<file path="src/logic/sdc_regs.svh">
// Purpose: offsets, field positions, reset values and timing counts
// Assumes: included by the bus direction controller and its test bench
// Notes: byte addresses on a 32-bit AXI4-Lite register bus
//
// Overview of operation
// - five-state controller sets line enables and data drive.
// - only enables drivers; bus levels always come from far side.
// - 400 ns timer counts ref clock edges at exactly 20 or 40 MHz.
// - state changes on the aclk edge after all transition conditions hold.
// - after reset wait in bus free until B busy and select quiet 400 ns.
// - in bus free, B busy and select levels pass to the A side.
// - arbitration enables both busy drivers until the state is left.
// - B select asserted during arbitration moves to first selection.
// - arbitration timeout without B select resets the controller.
// - in first selection the winner latch follows B select.
// - in first selection the reconnect latch follows A in/out.
// - A-side winner passes busy and select to B, waits A busy quiet 400 ns.
// - test mode: filtered reset picks phase direction; timeout floats.
`ifndef SDC_REGS_SVH
`define SDC_REGS_SVH

`define SDC_CTRL_OFS 8'h00
`define SDC_STAT_OFS 8'h04
`define SDC_CTRL_CLK40_BIT 0
`define SDC_CTRL_TEST_BIT 1
`define SDC_CTRL_RST 2'h0
`define SDC_STAT_WIN_BIT 4
`define SDC_STAT_RCN_BIT 5
`define SDC_QUIET_NS 400
`define SDC_REF20_MHZ 20
`define SDC_REF40_MHZ 40
`define SDC_TICKS20 ((`SDC_QUIET_NS * `SDC_REF20_MHZ) / 1000)
`define SDC_TICKS40 ((`SDC_QUIET_NS * `SDC_REF40_MHZ) / 1000)
`define SDC_RESP_OK 2'h0
`define SDC_RESP_DEC 2'h3

`endif

</file>
<file path="src/logic/sdc_pkg.sv">
// Purpose: types shared by the bus direction controller
// Assumes: sdc_regs.svh holds every number
// Notes: pin groups travel as packed structs
package sdc_pkg;

    // controller states
    typedef enum logic [2:0] {
        ST_BUS_FREE,
        ST_ARBIT,
        ST_SELECT1,
        ST_SELECT2,
        ST_XFER
    } sdc_state_t;

    // pin levels into the block, true means asserted; filtered reset is active low
    typedef struct packed {
        logic ref_clk_in;
        logic timeout_in;
        logic diff_sense_in;
        logic test_sel_in;
        logic filtered_reset_in;
        logic a_side_in_out;
        logic a_side_select;
        logic a_side_busy;
        logic b_side_select;
        logic b_side_busy;
    } sdc_pins_t;

    // driver enables and data-transceiver controls
    typedef struct packed {
        logic busy_a_oe;
        logic busy_b_oe;
        logic sel_a_oe;
        logic sel_b_oe;
        logic phase_a2b_oe;
        logic phase_b2a_oe;
        logic xcvr_drive_enable;
        logic data_direction_out;
        logic timeout_out;
        logic timeout_oe;
    } sdc_drv_t;

endpackage : sdc_pkg

</file>
<file path="src/logic/sdc_ctrl.sv">
// Purpose: bus-watching direction controller with AXI4-Lite status
// Assumes: pins are asynchronous and pass a three-stage filter
// Notes: transitions take effect one aclk edge after the filtered
//        conditions hold; outputs all come from flip-flops
//
// The register offsets and the AXI4-Lite register port were chosen for this implementation.
`timescale 1ns/1ps
`include "sdc_regs.svh"

module sdc_ctrl (
    input wire logic aclk,
    input wire logic aresetn,
    input wire logic [7:0] s_axi_awaddr,
    input wire logic s_axi_awvalid,
    output logic s_axi_awready,
    input wire logic [31:0] s_axi_wdata,
    input wire logic [3:0] s_axi_wstrb,
    input wire logic s_axi_wvalid,
    output logic s_axi_wready,
    output logic [1:0] s_axi_bresp,
    output logic s_axi_bvalid,
    input wire logic s_axi_bready,
    input wire logic [7:0] s_axi_araddr,
    input wire logic s_axi_arvalid,
    output logic s_axi_arready,
    output logic [31:0] s_axi_rdata,
    output logic [1:0] s_axi_rresp,
    output logic s_axi_rvalid,
    input wire logic s_axi_rready,
    input wire sdc_pkg::sdc_pins_t pins_in,
    output sdc_pkg::sdc_drv_t drv_out
);
    import sdc_pkg::*;

    localparam int NP = $bits(sdc_pins_t);

    // ----------------------------------------
    // pin filter
    // ----------------------------------------
    logic [NP-1:0] s1_r;
    logic [NP-1:0] s2_r;
    logic [NP-1:0] s3_r;
    logic [NP-1:0] lvl_r;
    sdc_pins_t pf;

    genvar gi;
    generate
        for (gi = 0; gi < NP; gi++) begin : g_sync
            // a level counts only once two late stages agree
            always_ff @(posedge aclk) begin
                if (!aresetn) begin
                    s1_r[gi] <= 1'b0;
                    s2_r[gi] <= 1'b0;
                    s3_r[gi] <= 1'b0;
                    lvl_r[gi] <= 1'b0;
                end else begin
                    s1_r[gi] <= pins_in[gi];
                    s2_r[gi] <= s1_r[gi];
                    s3_r[gi] <= s2_r[gi];
                    if (s2_r[gi] == s3_r[gi]) begin
                        lvl_r[gi] <= s3_r[gi];
                    end
                end
            end
        end
    endgenerate

    assign pf = sdc_pins_t'(lvl_r);

    // ----------------------------------------
    // software control
    // ----------------------------------------
    logic [1:0] ctrl_r;
    logic clk40_sel;
    logic test_mode;

    assign clk40_sel = ctrl_r[`SDC_CTRL_CLK40_BIT];
    // test override needs both the pin and the software bit,
    // so a stray pin level cannot hijack a live bus
    assign test_mode = ctrl_r[`SDC_CTRL_TEST_BIT] & pf.test_sel_in;

    // ----------------------------------------
    // controller state
    // ----------------------------------------
    sdc_state_t state_r;
    sdc_state_t state_nxt;
    logic win_r;
    logic rcn_r;
    logic tmo_d_r;
    logic quiet_done;
    logic ctl_clear;
    logic tmo_event;

    // filtered reset low clears the controller like a bus reset
    assign ctl_clear = ~pf.filtered_reset_in | test_mode;
    // timeout pin rises back once the rc charge has run out
    assign tmo_event = pf.timeout_in & ~tmo_d_r;

    always_ff @(posedge aclk) begin
        if (!aresetn) begin
            tmo_d_r <= 1'b0;
        end else begin
            tmo_d_r <= pf.timeout_in;
        end
    end

    // watched lines for the quiet timer, per state
    function automatic logic busy_lines(
        input sdc_state_t st,
        input sdc_pins_t p,
        input logic win
    );
        logic r;
        r = p.b_side_busy | p.b_side_select;
        if (st == ST_SELECT1 && !win) begin
            r = p.a_side_busy;
        end
        return r;
    endfunction

    // next state
    always_comb begin
        state_nxt = state_r;
        unique case (state_r)
            ST_BUS_FREE: begin
                if (quiet_done) begin
                    state_nxt = ST_ARBIT;
                end
            end
            ST_ARBIT: begin
                if (pf.b_side_select) begin
                    state_nxt = ST_SELECT1;
                end else if (tmo_event) begin
                    state_nxt = ST_BUS_FREE;
                end
            end
            ST_SELECT1: begin
                if (!win_r && quiet_done) begin
                    state_nxt = ST_SELECT2;
                end else if (win_r && pf.a_side_busy
                             && !pf.b_side_busy) begin
                    state_nxt = ST_SELECT2;
                end else if (win_r && quiet_done) begin
                    state_nxt = ST_ARBIT;
                end
            end
            ST_SELECT2: begin
                if (!pf.b_side_select && !pf.a_side_select) begin
                    state_nxt = ST_XFER;
                end
            end
            ST_XFER: begin
                if (quiet_done) begin
                    state_nxt = ST_ARBIT;
                end
            end
            default: state_nxt = ST_BUS_FREE;
        endcase
    end

    always_ff @(posedge aclk) begin
        if (!aresetn) begin
            state_r <= ST_BUS_FREE;
        end else if (ctl_clear) begin
            state_r <= ST_BUS_FREE;
        end else begin
            state_r <= state_nxt;
        end
    end

    always_ff @(posedge aclk) begin
        if (!aresetn) begin
            win_r <= 1'b0;
        end else if (state_r == ST_ARBIT
                     || state_r == ST_SELECT1) begin
            win_r <= pf.b_side_select;
        end
    end

    always_ff @(posedge aclk) begin
        if (!aresetn) begin
            rcn_r <= 1'b0;
        end else if (state_r == ST_ARBIT
                     || state_r == ST_SELECT1) begin
            rcn_r <= pf.a_side_in_out;
        end
    end

    // ----------------------------------------
    // 400 ns quiet timer
    // ----------------------------------------
    logic [4:0] qcnt_r;
    logic ref_d_r;
    logic ref_tick;
    logic [4:0] qlimit;

    assign ref_tick = pf.ref_clk_in & ~ref_d_r;
    assign qlimit = clk40_sel ? 5'(`SDC_TICKS40) : 5'(`SDC_TICKS20);
    assign quiet_done = (qcnt_r >= qlimit);

    always_ff @(posedge aclk) begin
        if (!aresetn) begin
            ref_d_r <= 1'b0;
        end else begin
            ref_d_r <= pf.ref_clk_in;
        end
    end

    always_ff @(posedge aclk) begin
        if (!aresetn) begin
            qcnt_r <= 5'h00;
        end else if (ctl_clear || state_nxt != state_r
                     || busy_lines(state_r, pf, win_r)) begin
            qcnt_r <= 5'h00;
        end else if (ref_tick && !quiet_done) begin
            qcnt_r <= qcnt_r + 5'h01;
        end
    end

    // ----------------------------------------
    // driver enables
    // ----------------------------------------
    sdc_drv_t drv_nxt;
    sdc_drv_t drv_r;

    always_comb begin
        drv_nxt = '0;
        drv_nxt.timeout_out = 1'b1;
        drv_nxt.timeout_oe = 1'b1;
        drv_nxt.data_direction_out = pf.a_side_in_out;
        unique case (state_r)
            ST_BUS_FREE: begin
                drv_nxt.busy_a_oe = 1'b1;
                drv_nxt.sel_a_oe = 1'b1;
            end
            ST_ARBIT: begin
                drv_nxt.busy_a_oe = 1'b1;
                drv_nxt.busy_b_oe = 1'b1;
                drv_nxt.sel_a_oe = 1'b1;
                drv_nxt.timeout_oe = 1'b0;
            end
            ST_SELECT1, ST_SELECT2, ST_XFER: begin
                drv_nxt.busy_b_oe = ~win_r;
                drv_nxt.sel_b_oe = ~win_r;
                drv_nxt.busy_a_oe = win_r;
                drv_nxt.sel_a_oe = win_r;
                // initiator side drives phase lines on selection
                drv_nxt.phase_a2b_oe = ~(win_r ^ rcn_r);
                drv_nxt.phase_b2a_oe = win_r ^ rcn_r;
                drv_nxt.xcvr_drive_enable =
                    (state_r == ST_XFER) | ~win_r;
            end
            default: drv_nxt = '0;
        endcase
        if (test_mode) begin
            drv_nxt = '0;
            drv_nxt.phase_a2b_oe = pf.filtered_reset_in;
            drv_nxt.phase_b2a_oe = ~pf.filtered_reset_in;
            drv_nxt.xcvr_drive_enable = ~pf.b_side_select
                | (pf.b_side_busy & ~pf.timeout_in);
            drv_nxt.data_direction_out = pf.a_side_in_out;
            drv_nxt.timeout_out = 1'b1;
            drv_nxt.timeout_oe = 1'b0;
        end
    end

    always_ff @(posedge aclk) begin
        if (!aresetn) begin
            drv_r <= '0;
        end else begin
            drv_r <= drv_nxt;
        end
    end

    assign drv_out = drv_r;

    // ----------------------------------------
    // axi4-lite write side
    // ----------------------------------------
    logic aw_hold_r;
    logic [7:0] aw_addr_r;
    logic w_hold_r;
    logic [31:0] w_data_r;
    logic w_strb0_r;
    logic bvalid_r;
    logic [1:0] bresp_r;
    logic wr_go;

    assign s_axi_awready = ~aw_hold_r & ~bvalid_r;
    assign s_axi_wready = ~w_hold_r & ~bvalid_r;
    assign wr_go = aw_hold_r & w_hold_r & ~bvalid_r;

    // address and data land in either order
    always_ff @(posedge aclk) begin
        if (!aresetn) begin
            aw_hold_r <= 1'b0;
            aw_addr_r <= 8'h00;
            w_hold_r <= 1'b0;
            w_data_r <= 32'h0000_0000;
            w_strb0_r <= 1'b0;
        end else begin
            if (s_axi_awvalid && s_axi_awready) begin
                aw_hold_r <= 1'b1;
                aw_addr_r <= s_axi_awaddr;
            end else if (wr_go) begin
                aw_hold_r <= 1'b0;
            end
            if (s_axi_wvalid && s_axi_wready) begin
                w_hold_r <= 1'b1;
                w_data_r <= s_axi_wdata;
                w_strb0_r <= s_axi_wstrb[0];
            end else if (wr_go) begin
                w_hold_r <= 1'b0;
            end
        end
    end

    // control register; status is read only
    always_ff @(posedge aclk) begin
        if (!aresetn) begin
            ctrl_r <= `SDC_CTRL_RST;
        end else if (wr_go && aw_addr_r == `SDC_CTRL_OFS
                     && w_strb0_r) begin
            ctrl_r <= w_data_r[1:0];
        end
    end

    // write answer one edge after both halves are held
    always_ff @(posedge aclk) begin
        if (!aresetn) begin
            bvalid_r <= 1'b0;
            bresp_r <= `SDC_RESP_OK;
        end else if (wr_go) begin
            bvalid_r <= 1'b1;
            bresp_r <= (aw_addr_r == `SDC_CTRL_OFS
                        || aw_addr_r == `SDC_STAT_OFS)
                       ? `SDC_RESP_OK : `SDC_RESP_DEC;
        end else if (s_axi_bready) begin
            bvalid_r <= 1'b0;
        end
    end

    assign s_axi_bvalid = bvalid_r;
    assign s_axi_bresp = bresp_r;

    // ----------------------------------------
    // axi4-lite read side
    // ----------------------------------------
    logic rvalid_r;
    logic [31:0] rdata_r;
    logic [1:0] rresp_r;

    assign s_axi_arready = ~rvalid_r;

    // status shows state, both latches and filtered lines
    always_ff @(posedge aclk) begin
        if (!aresetn) begin
            rvalid_r <= 1'b0;
            rdata_r <= 32'h0000_0000;
            rresp_r <= `SDC_RESP_OK;
        end else if (s_axi_arvalid && !rvalid_r) begin
            rvalid_r <= 1'b1;
            rresp_r <= `SDC_RESP_OK;
            rdata_r <= 32'h0000_0000;
            if (s_axi_araddr == `SDC_CTRL_OFS) begin
                rdata_r[1:0] <= ctrl_r;
            end else if (s_axi_araddr == `SDC_STAT_OFS) begin
                rdata_r[2:0] <= state_r;
                rdata_r[`SDC_STAT_WIN_BIT] <= win_r;
                rdata_r[`SDC_STAT_RCN_BIT] <= rcn_r;
                rdata_r[8 +: NP] <= lvl_r;
            end else begin
                rresp_r <= `SDC_RESP_DEC;
            end
        end else if (s_axi_rready) begin
            rvalid_r <= 1'b0;
        end
    end

    assign s_axi_rvalid = rvalid_r;
    assign s_axi_rdata = rdata_r;
    assign s_axi_rresp = rresp_r;

endmodule : sdc_ctrl

</file>
<file path="config.mk">
export PLATFORM = sky130hd
export DESIGN_NAME = sdc_ctrl
export DESIGN_NICKNAME = d
export VERILOG_FILES = /design/src/logic/sdc_pkg.sv /design/src/logic/sdc_ctrl.sv
export VERILOG_INCLUDE_DIRS = /design/src /design/src/logic
export SDC_FILE = /design/constraint.sdc
export NUM_CORES = 1
export LEC_CHECK = 0
export BUFFER_PORTS_ARGS = -buffer_cell sky130_fd_sc_hd__buf_2
export CORE_MARGIN = 1
export CORE_UTILIZATION = 50
export DETAILED_ROUTE_END_ITERATION = 10
export HOLD_SLACK_MARGIN = 0.06
export PLACE_DENSITY = 0.81
export SETUP_SLACK_MARGIN = 0.02
export SLEW_MARGIN = 0
export SYNTH_ARGS = -nofsm -noshare
export SYNTH_HDL_FRONTEND = slang
export SYNTH_SLANG_ARGS = --single-unit
</file>
<file path="constraint.sdc">
create_clock -name aclk -period 2.2 [get_ports aclk]
set_clock_uncertainty 0.05 [all_clocks]
set_input_delay 0.44 -clock aclk [delete_from_list [all_inputs] [get_ports aclk]]
set_output_delay 0.44 -clock aclk [all_outputs]
set_load 0.02 [all_outputs]
</file>
==> results of run 1 <==
Yosys cell counts (2+ instances only):
cell       n  area (um^2)
a211oi_1   4        30.03
a21boi_0  21        157.7
a21oi_1    8        40.04
a22oi_1   15        112.6
and2_1    38        237.7
buf_2      3        15.01
buf_4     20        150.1
clkbuf_1  14        52.55
dfxtp_1   95         1902
ha_1       4        50.05
inv_1     14        52.55
mux2i_1    7        70.07
nand2_1   39        146.4
nand2b_1   3        18.77
nand3_1    6        30.03
nand4_1    2        12.51
nand4b_1   2        17.52
nor2_1    10        37.54
nor2b_1   27        168.9
nor3_1     7        35.03
nor3b_1    3        22.52
o211a_1    2        20.02
o21a_1     2        15.01
o21ai_0   20        100.1
o31ai_1    2        15.01
or2_2      3        18.77
or3_1      3        18.77
xnor2_1    2        17.52
layer usage:
layer | vias up | routed length, um
met3 | 19 | 468
met5 | - | 0
met1 | 1308 | 3024
met2 | 103 | 3300
li1 | 1431 | -
met4 | 0 | 163
registers in the layout, indices dropped and copies added (netlist names):
name,cells
qcnt_r,5
lvl_r,10
w_hold_r,1
w_data_r,2
drv_out,9
s_axi_rdata,15
s_axi_rresp,1
tmo_d_r,1
state_r,3
s_axi_bresp,1
ref_d_r,1
s_axi_bvalid,1
s1_r,10
rcn_r,1
w_strb0_r,1
s3_r,10
aw_addr_r,8
aw_hold_r,1
ctrl_r,2
s_axi_rvalid,1
s2_r,10
win_r,1
worst register-to-register path: cells and delay by family, from the launching register on:
| family | cells | cell delay (ns) |
|---|---|---|
| adder cells (fa/ha/maj) | 1 | 0.34 |
| flip-flops | 1 | 0.34 |
| AO/OA/AOI/OAI | 2 | 0.66 |
| buffers and inverters | 1 | 0.07 |
| AND/OR/NAND/NOR | 2 | 0.50 |
where the power goes:
group          switching [mW]  total (mW)  internal (mW)
registers              0.0231        1.79           1.77
logic                   0.129       0.213         0.0839
clock network           0.571        1.09          0.517
total                   0.723        3.09           2.37
area by class of cell:
type | instances | area (um^2)
Multi-Input combinational cell | 265 | 1627
Sequential cell | 95 | 1902
Fill cell | 633 | 2980
Clock inverter | 6 | 61.31
Clock buffer | 9 | 123.9
Timing Repair Buffer | 74 | 382.9
Inverter | 14 | 52.55
Tap cell | 99 | 123.9
cells in the final DEF (no fill, tap or decap), types with 2 or more instances in the layout:
master / netlist / final
nand2_1: 39 / 39
nor2_1: 10 / 10
nand2b_1: 3 / 3
ha_1: 4 / 4
nor3b_1: 3 / 3
buf_4: 20 / 5
a211oi_1: 4 / 4
or2_2: 3 / 3
nor2b_1: 27 / 27
or3_1: 3 / 3
a21oi_1: 8 / 8
and2_1: 38 / 38
o31ai_1: 2 / 2
dfxtp_1: 95 / 95
o21a_1: 2 / 2
inv_1: 14 / 14
nand4_1: 2 / 2
o211a_1: 2 / 2
nand3_1: 6 / 6
a22oi_1: 15 / 15
mux2i_1: 7 / 7
clkinv_2: 0 / 3
buf_2: 3 / 69
clkbuf_8: 0 / 9
nor3_1: 7 / 7
xnor2_1: 2 / 2
o21ai_0: 20 / 20
nand4b_1: 2 / 2
conb_1: 1 / 17
a21boi_0: 21 / 21
cell families (layout without fill, tap and decap cells):
| logic type | count (synthesis) | count (layout) | share of synthesized area, % |
|---|---|---|---|
| AO/OA/AOI/OAI | 81 | 81 | 14.63 |
| XOR/XNOR | 3 | 3 | 0.6999 |
| adder cells (fa/ha/maj) | 4 | 4 | 1.333 |
| buffers and inverters | 53 | 103 | 7.630 |
| flip-flops | 95 | 95 | 50.65 |
| multiplexers | 8 | 8 | 2.166 |
| other | 1 | 17 | 0.09987 |
| AND/OR/NAND/NOR | 152 | 152 | 22.79 |
final timing paths:
check | from | to | slack (ns) | cells after the start
worst min register to register | s1_r[8] | s2_r[8] | 0.39 | 1
worst min-delay path | pins_in[2] | s1_r[2] | 0.24 | 2
worst max register to register | ctrl_r[0] | qcnt_r[4] | 0.15 | 6
worst max-delay path | ctrl_r[0] | qcnt_r[4] | 0.15 | 6
==> results.json, run 1 <==
{
  "run_status": "finished, final reports clean",
  "report.final.slew_viol_count": 0,
  "cellLeakagePower_nw": 1.755,
  "die_y_um": 88.66,
  "start_util_pct": 51.77,
  "cts.sinks": 95,
  "yosys_most_used_dff": "dfxtp_1",
  "worstHoldPathType": "in -> reg",
  "clk_pin_slew_worst_paths_ns": 0.09,
  "report.final.hold_viol_count": 0,
  "globalRoute.busiestLayer": "met2",
  "design.core.area_um2": 7253,
  "placed_area_um2": 4088,
  "max_freq_ghz": 0.4882,
  "critPathTopFamily": "compound AO/OA/AOI/OAI gates",
  "total_power_mw": 3.090,
  "relative_slew_margins_pct": 54.12,
  "warnings_synthesis": 0,
  "numPlacedInstances": 547,
  "wire_length_per_cell_after_detailed_routing_um": 12.38,
  "cts_root_buf": "clkbuf_8",
  "grt_pass1_wl_mm": 11.89,
  "detailedPlacementHpwl_mm": 5.041,
  "worstMarginPinSlew_ns": 0.6883,
  "die-area_um2": 7861,
  "fp.dieW_um": 88.66,
  "post-cts-setup-buffer-count": 0,
  "drt-vias-per-instance": 5.091,
  "power_per_cell_area_nw_per_um2": 723.1,
  "clock_insertion_delay_worst_skew_ns": 0.35,
  "ys_types": 49,
  "final.period_utilization_pct": 93.10,
  "worst_ep_arrival_time_ns": 2.26,
  "initialDrtViolationCount": 162,
  "post_cts_hold_buffer_count": 0,
  "largest_net_degree_at_the_start_of_global_routing": 46,
  "n_antenna_cell": 0,
  "final_antenna_net_count": 0,
  "io_buffers": 69,
  "place_congestion": 0.8411,
  "routed-via-count": 2861,
  "crit_type": "reg -> reg",
  "rows": 31,
  "dr.pass1.iters": 4,
  "crit_required_ns": 2.41,
  "post-route-drc-count": 0,
  "post_cts_resized": 0,
  "route.final.wire_length_mm": 6.956,
  "finalNetCount": 532,
  "worst-path-buf-inv": 1,
  "final_cell_count_no_fill": 562,
  "synth_edf_count": 0,
  "synth.ff_latch_count": 95,
  "cts_tree": "done",
  "clock_tree.buffer_depth": 2,
  "cpPeakStageDelay_ns": 0.38,
  "ys_seq_area_share_pct": 50.65,
  "crit_chain": "inv_1 > ha_1 > and4b_1 > o41ai_1 > nand4b_1 > a211oi_1",
  "area_growth_pct": 13.80,
  "post-route-util_pct": 58.91,
  "ctsHtreeMaxLevel": 3,
  "global_route_usage_over_all_layers_pct": 19.82,
  "worst_voltage_drop_across_the_vdd_grid_v": 0.0003458,
  "end_kind": "flop",
  "setup_total_negative_slack_ns": 0,
  "vias_in_the_first_global_route": 2714,
  "grt_use_met2_pct": 32.94,
  "finalWorstPathRequiredPeriod_ns": 2.048,
  "globalRoute.totalOverflow": 0,
  "rsz_0062_raised_after_global_routing": "yes",
  "final_cell_area_um2": 4273,
  "hold_slack_ns": 0.2396,
  "final_layout_size_suffix_gt1_share_pct": 20.95,
  "antenna_violations_before_repair": 0,
  "gr-usage-met1_pct": 24.18,
  "critPathMaxFanout": 5,
  "cap_viol_max_count": 0,
  "postLayoutSetupSlackWorst_ns": 0.1518,
  "gr_util_met3_pct": 4.944,
  "synthesis.area_um2": 3755,
  "syn_area_per_cell_um2": 9.458,
  "pin_count": 120,
  "finalSetupViolCount": 0,
  "async_reset_ff_share_pct": 0,
  "worst_path_max_delay_cell": "o41ai_1",
  "cts_inserted_buffers": 9,
  "postSynthCellCount": 397,
  "worst_case_setup_slack_after_placement_ns": 0.1982,
  "critPathLaunchType": "flop"
}
Note: power is estimated with default switching activity, not from simulation.
==> inputs of run 2 (changes only) <==
--- a/config.mk
+++ b/config.mk
@@ -10,6 +10,6 @@
 export CORE_MARGIN = 1
-export CORE_UTILIZATION = 50
+export CORE_UTILIZATION = 45
 export DETAILED_ROUTE_END_ITERATION = 10
 export HOLD_SLACK_MARGIN = 0.06
-export PLACE_DENSITY = 0.81
+export PLACE_DENSITY = 0.77
 export SETUP_SLACK_MARGIN = 0.02
==> constraint.sdc (replaced) <==
create_clock -name aclk -period 1.7 [get_ports aclk]
set_clock_uncertainty 0.05 [all_clocks]
set_input_delay 0.17 -clock aclk [delete_from_list [all_inputs] [get_ports aclk]]
set_output_delay 0.17 -clock aclk [all_outputs]
set_load 0.02 [all_outputs]
==> run 2 against run 1 <==
  * The run now ends with setup timing left
  * Clock-buffer cell count is 1 higher
  * Cell area up 13%
  * Worst hold slack worse by 0.083 ns
  * Critical path depth unchanged
  * Power rose by 35%
  * Register-to-register slack worse by 0.19 ns
  * First-iteration DRC count rose by 9.3%
==> results.json, run 2 (synthesis results as in run 1) <==
{
  "vias_in_the_first_global_route": 2813,
  "io_buffers": 69,
  "largest_net_degree_at_the_start_of_global_routing": 84,
  "final_antenna_net_count": 0,
  "dr.pass1.iters": 4,
  "critPathLaunchType": "flop",
  "hold_slack_ns": 0.1565,
  "area_growth_pct": 28.19,
  "r2r_setup_slack_ns": -0.04,
  "clock_insertion_delay_worst_skew_ns": 0.36,
  "pin_count": 120,
  "cts_root_buf": "clkbuf_8",
  "max_freq_ghz": 0.5740,
  "place_congestion": 0.8795,
  "end_kind": "flop",
  "layout.filler_cells": 688,
  "global_route_usage_over_all_layers_pct": 19.28,
  "cap_viol_max_count": 0,
  "placed_area_um2": 4258,
  "postLayoutSetupSlackWorst_ns": -0.04216,
  "route.final.wire_length_mm": 7.941,
  "die-area_um2": 8713,
  "cts_tree": "done",
  "crit_required_ns": 1.93,
  "critPathTopFamily": "simple AND/OR/NAND/NOR gates",
  "setup_total_negative_slack_ns": -0.08780,
  "relative_slew_margins_pct": 63.72,
  "numPlacedInstances": 568,
  "die_y_um": 93.35,
  "grt_pass1_wl_mm": 12.93,
  "power_per_cell_area_nw_per_um2": 867.5,
  "cts_inserted_buffers": 9,
  "worstMarginPinSlew_ns": 0.5393,
  "final_common_cell": "dfxtp_1",
  "cellLeakagePower_nw": 2.004,
  "report.final.hold_viol_count": 0,
  "globalRoute.totalOverflow": 0,
  "worstHoldPathType": "in -> reg",
  "finalSetupViolCount": 4,
  "largest_register_ff_count": 15,
  "initialDrtViolationCount": 177,
  "cpPeakStageDelay_ns": 0.42,
  "detailedPlacementHpwl_mm": 5.191,
  "ctsHtreeMaxLevel": 3,
  "final.period_utilization_pct": 102.5,
  "finalWorstPathRequiredPeriod_ns": 1.742,
  "failed_checks": "setup timing",
  "design.core.area_um2": 7888,
  "worst-path-buf-inv": 1,
  "clock_tree.buffer_depth": 2,
  "cts.sinks": 95,
  "worst_ep_arrival_time_ns": 1.97,
  "crit_type": "reg -> reg",
  "finalNetCount": 576,
  "timing.reg2reg.worst_path_depth": 6,
  "rows": 32,
  "critPathMaxFanout": 6,
  "layout_common_cells": "dfxtp_1 (93), buf_2 (68), nand2_1 (39)",
  "post-route-drc-count": 0,
  "n_antenna_cell": 0,
  "final_cell_count_no_fill": 610,
  "critical_path_depth": 6,
  "final_layout_size_suffix_gt1_share_pct": 25.79,
  "routed-via-count": 3007,
  "run_status": "finished, violations left",
  "worst_path_max_delay_cell": "or3_1",
  "wire_length_per_cell_after_detailed_routing_um": 13.02,
  "rsz_0062_raised_after_global_routing": "yes",
  "holdPathStages": 4,
  "antenna_violations_before_repair": 0,
  "worst_case_setup_slack_after_placement_ns": -0.2062,
  "report.final.slew_viol_count": 0,
  "start_util_pct": 47.60,
  "clk_pin_slew_worst_paths_ns": 0.10,
  "final_cell_area_um2": 4813,
  "drt-vias-per-instance": 4.930,
  "crit_chain": "inv_4 > ha_4 > nand4b_1 > nand4_1 > or3_1 > a211oi_2",
  "fp.dieW_um": 93.35,
  "worst_voltage_drop_across_the_vdd_grid_v": 0.0006394
}
-- run 2: cell types whose count changed in the layout (fill, tap and decap cells not counted), sizes merged --
cell         previous run  this run
buf                    74        93
clkbuf                  9        11
dlygate4sd3             0        24
clkinvlp                1         0
clkinv                  3         2
inv                    15        17
-- run 2: cell type report --
class	instances	area, um^2	share of cell area (%)
clock buffers	10	127.6	2.651
clock inverters	6	76.32	1.586
inverters	14	55.05	1.144
multi-input cells	265	1697	35.25
flip-flops and latches	95	1904	39.56
well taps	102	127.6	2.651
repair buffers	118	825.8	17.16
-- run 2: worst register-to-register path: stages (launching register included) --
cell and delay (ns):
dfxtp_2 0.36, inv_4 0.05, ha_4 0.23, nand4b_1 0.12, nand4_1 0.20, or3_1 0.42, a211oi_2 0.23
-- run 2: layer usage --
layer / global-route usage [%] / vias up / wire, um
met2: 30.15 / 109 / 3606
met3: 4.959 / 17 / 536
met4: 8.718 / 0 / 171
met1: 25.00 / 1367 / 3627
met5: 0 / - / 0
li1: - / 1514 / -
-- run 2: report_power, final --
group	leakage, nW	switching, mW	internal (mW)
clock	0.103	0.820	0.707
sequential	0.775	0.0300	2.29
combinational	1.13	0.181	0.152
-- run 2: what timing repair did --
item | CTS | global route
hold buffers | 24 | 0
endpoints found under the setup margin | 7 | 18
hold endpoints to repair | 23 | 0
setup buffers | 2 | 1
gates resized for setup | 12 | 5
cloned | 0 | 1
pin swaps | 7 | 2
-- run 2: final timing paths --
kind                   start        endpoint
min          s_axi_araddr[1]  s_axi_rresp[0]
min reg2reg          s1_r[5]         s2_r[5]
max                ctrl_r[0]       qcnt_r[3]
max reg2reg        ctrl_r[0]       qcnt_r[3]
-- run 2: through the flow --
step           utilization (%)  power (mW)
6_report                 61.02       4.175
5_1_grt                  61.02       4.345
4_1_cts                  60.42       4.204
3_5_place_dp             53.98       2.652
3_3_place_gp             53.98       2.644
2_1_floorplan                -       2.589
==> inputs of run 3 (changes only) <==
- ABC_CLOCK_PERIOD_IN_PS: not set -> 1700
- BUFFER_PORTS_ARGS: -buffer_cell sky130_fd_sc_hd__buf_2 -> -buffer_cell sky130_fd_sc_hd__clkbuf_2
==> run 3 against run 2 <==
  * The run still ends with setup timing left
  * Sequential power about the same
  * Combinational power about the same
  * Global-route usage increased by 0.34 points
  * Sequential share of layout area decreased by 0.13 points
  * Via count increased by 1.0%
  * Utilization increased by 0.32 points
  * Clock power decreased by 5%
  * Critical endpoint is now qcnt_r[4]
  * Largest cell class unchanged
  * Largest power group unchanged
  * Highest routed layer unchanged
==> results.json, run 3 (synthesis results as in run 1) <==
{
  "cellLeakagePower_nw": 1.997,
  "internal_power_mw": 3.120,
  "clock_tree.buffer_depth": 2,
  "final_common_cell": "dfxtp_1",
  "final_antenna_net_count": 0,
  "max_freq_ghz": 0.5707,
  "share_seq_of_total_power_pct": 56.5,
  "die_y_um": 93.35,
  "cap_viol_max_count": 0,
  "power_per_cell_area_nw_per_um2": 847.1,
  "run_status": "finished, violations left",
  "cts.sinks": 95,
  "global_route_usage_over_all_layers_pct": 19.62,
  "critPathMaxFanout": 5,
  "sw_frac_of_total_pct": 23.87,
  "worst_ep_arrival_time_ns": 1.98,
  "critPathLaunchType": "flop",
  "gr-usage-met1_pct": 23.87,
  "worst_path_max_delay_cell": "dfxtp_2",
  "ctsHtreeMaxLevel": 3,
  "finalNetCount": 573,
  "end_kind": "flop",
  "antenna_violations_before_repair": 0,
  "clk_pin_slew_worst_paths_ns": 0.09,
  "failed_checks": "setup timing",
  "final.period_utilization_pct": 103.1,
  "cts_root_buf": "clkbuf_8",
  "design.core.area_um2": 7888,
  "rsz_0062_raised_after_global_routing": "yes",
  "layout.filler_cells": 676,
  "area_growth_pct": 28.86,
  "crit_type": "reg -> reg",
  "io_buffers": 69,
  "pin_count": 120,
  "crit_chain": "inv_4 > ha_4 > and4b_2 > o41ai_2 > nand4b_1 > buf_6 > a211oi_2",
  "cpPeakStageDelay_ns": 0.36,
  "cts_tree": "done",
  "vias_in_the_first_global_route": 2842,
  "crit_required_ns": 1.92,
  "initialDrtViolationCount": 117,
  "power_frac_clock_pct": 35.3,
  "grt_pass1_wl_mm": 13.14,
  "globalRoute.busiestLayer": "met2",
  "dr.pass1.iters": 4,
  "worstHoldPathType": "in -> reg",
  "cts_inserted_buffers": 9,
  "detailedPlacementHpwl_mm": 5.264,
  "placed_area_um2": 4235,
  "total_power_mw": 4.099,
  "largest_register_ff_count": 15,
  "routed-via-count": 3037,
  "finalWorstPathRequiredPeriod_ns": 1.752,
  "critical_path.startpoint": "ctrl_r[0]",
  "largest_net_degree_at_the_start_of_global_routing": 84,
  "gr_util_met3_pct": 5.203,
  "clock_insertion_delay_worst_skew_ns": 0.36,
  "place_congestion": 0.8845,
  "globalRoute.totalOverflow": 0,
  "n_antenna_cell": 0,
  "worst_voltage_drop_across_the_vdd_grid_v": 0.0007379,
  "wire_length_per_cell_after_detailed_routing_um": 13.37,
  "report.final.hold_viol_count": 0,
  "finalSetupViolCount": 4,
  "grt_use_met2_pct": 32.54,
  "report.final.slew_viol_count": 0,
  "start_util_pct": 47.60,
  "drt-vias-per-instance": 5.012,
  "final_layout_size_suffix_gt1_share_pct": 27.18,
  "final_cell_area_um2": 4838,
  "combPwrFrac_pct": 8.2,
  "route.final.wire_length_mm": 8.102,
  "die-area_um2": 8713,
  "layout_common_cells": "dfxtp_1 (90), clkbuf_2 (68), nand2_1 (39)",
  "postLayoutSetupSlackWorst_ns": -0.05226,
  "power_switching_mw": 0.9785,
  "post-route-drc-count": 0,
  "rr_startpoint": "ctrl_r[0]",
  "rows": 32,
  "min-delay-start": "s_axi_araddr[1]",
  "fp.dieW_um": 93.35
}
## run 3: worst paths after layout
| path | end | cells after the start | slack, ns |
|---|---|---|---|
| max | qcnt_r[4] | 7 | -0.05 |
| min reg2reg | s2_r[3] | 1 | 0.39 |
| max reg2reg | qcnt_r[4] | 7 | -0.05 |
| min | s_axi_rresp[0] | 4 | 0.15 |
## run 3: layer usage
layer	wire [um]	share of wire (%)
met1	3657	45
met2	3899	48
met3	370	4.6
met4	174	2.1
met5	0	0
## run 3: power groups by stage
stage          Clock, mW  Sequential [mW]  Combinational, mW
6_report            1.45             2.32              0.336
5_1_grt             1.59             2.32              0.370
4_1_cts             1.48             2.32              0.331
3_5_place_dp           0             2.37              0.286
3_3_place_gp           0             2.36              0.280
2_1_floorplan          0             2.37              0.216
## run 3: critical path: cells and delay by family, from the launching register on
| kind | cells | cell delay, ns |
|---|---|---|
| buf+inv | 2 | 0.21 |
| fa+ha+maj | 1 | 0.23 |
| simple gates | 2 | 0.40 |
| flops | 1 | 0.36 |
| compound gates | 2 | 0.41 |
## run 3: through the flow
step	hold slack, ns	util (%)	std cells	setup TNS [ns]	setup slack (ns)
2_1_floorplan	0.2473	-	413	0	0.02509
3_3_place_gp	0.3251	53.70	565	-0.6285	-0.1212
3_5_place_dp	0.3294	53.70	565	-1.172	-0.2455
4_1_cts	0.1641	60.33	605	-0.1766	-0.05694
5_1_grt	0.1487	61.34	606	-0.6295	-0.1199
6_report	0.1528	61.34	606	-0.08756	-0.05226
## run 3: layout make-up
type / count / area, um^2 / share of cell area [%]
clock buffers: 9 / 123.9 / 2.560
clock inverters: 6 / 66.31 / 1.371
inverters: 14 / 55.05 / 1.138
multi-input cells: 265 / 1752 / 36.20
flip-flops and latches: 95 / 1908 / 39.44
well taps: 102 / 127.6 / 2.638
repair buffers: 115 / 805.8 / 16.65
## run 3: timing repair
| action | CTS | global route |
|---|---|---|
| pin swaps | 10 | 8 |
| endpoints found under the setup margin | 8 | 12 |
| hold buffers | 24 | 0 |
| resized for setup | 16 | 14 |
| buffers inserted | 2 | 1 |
| hold endpoints to repair | 23 | 0 |
| gates cloned | 0 | 1 |
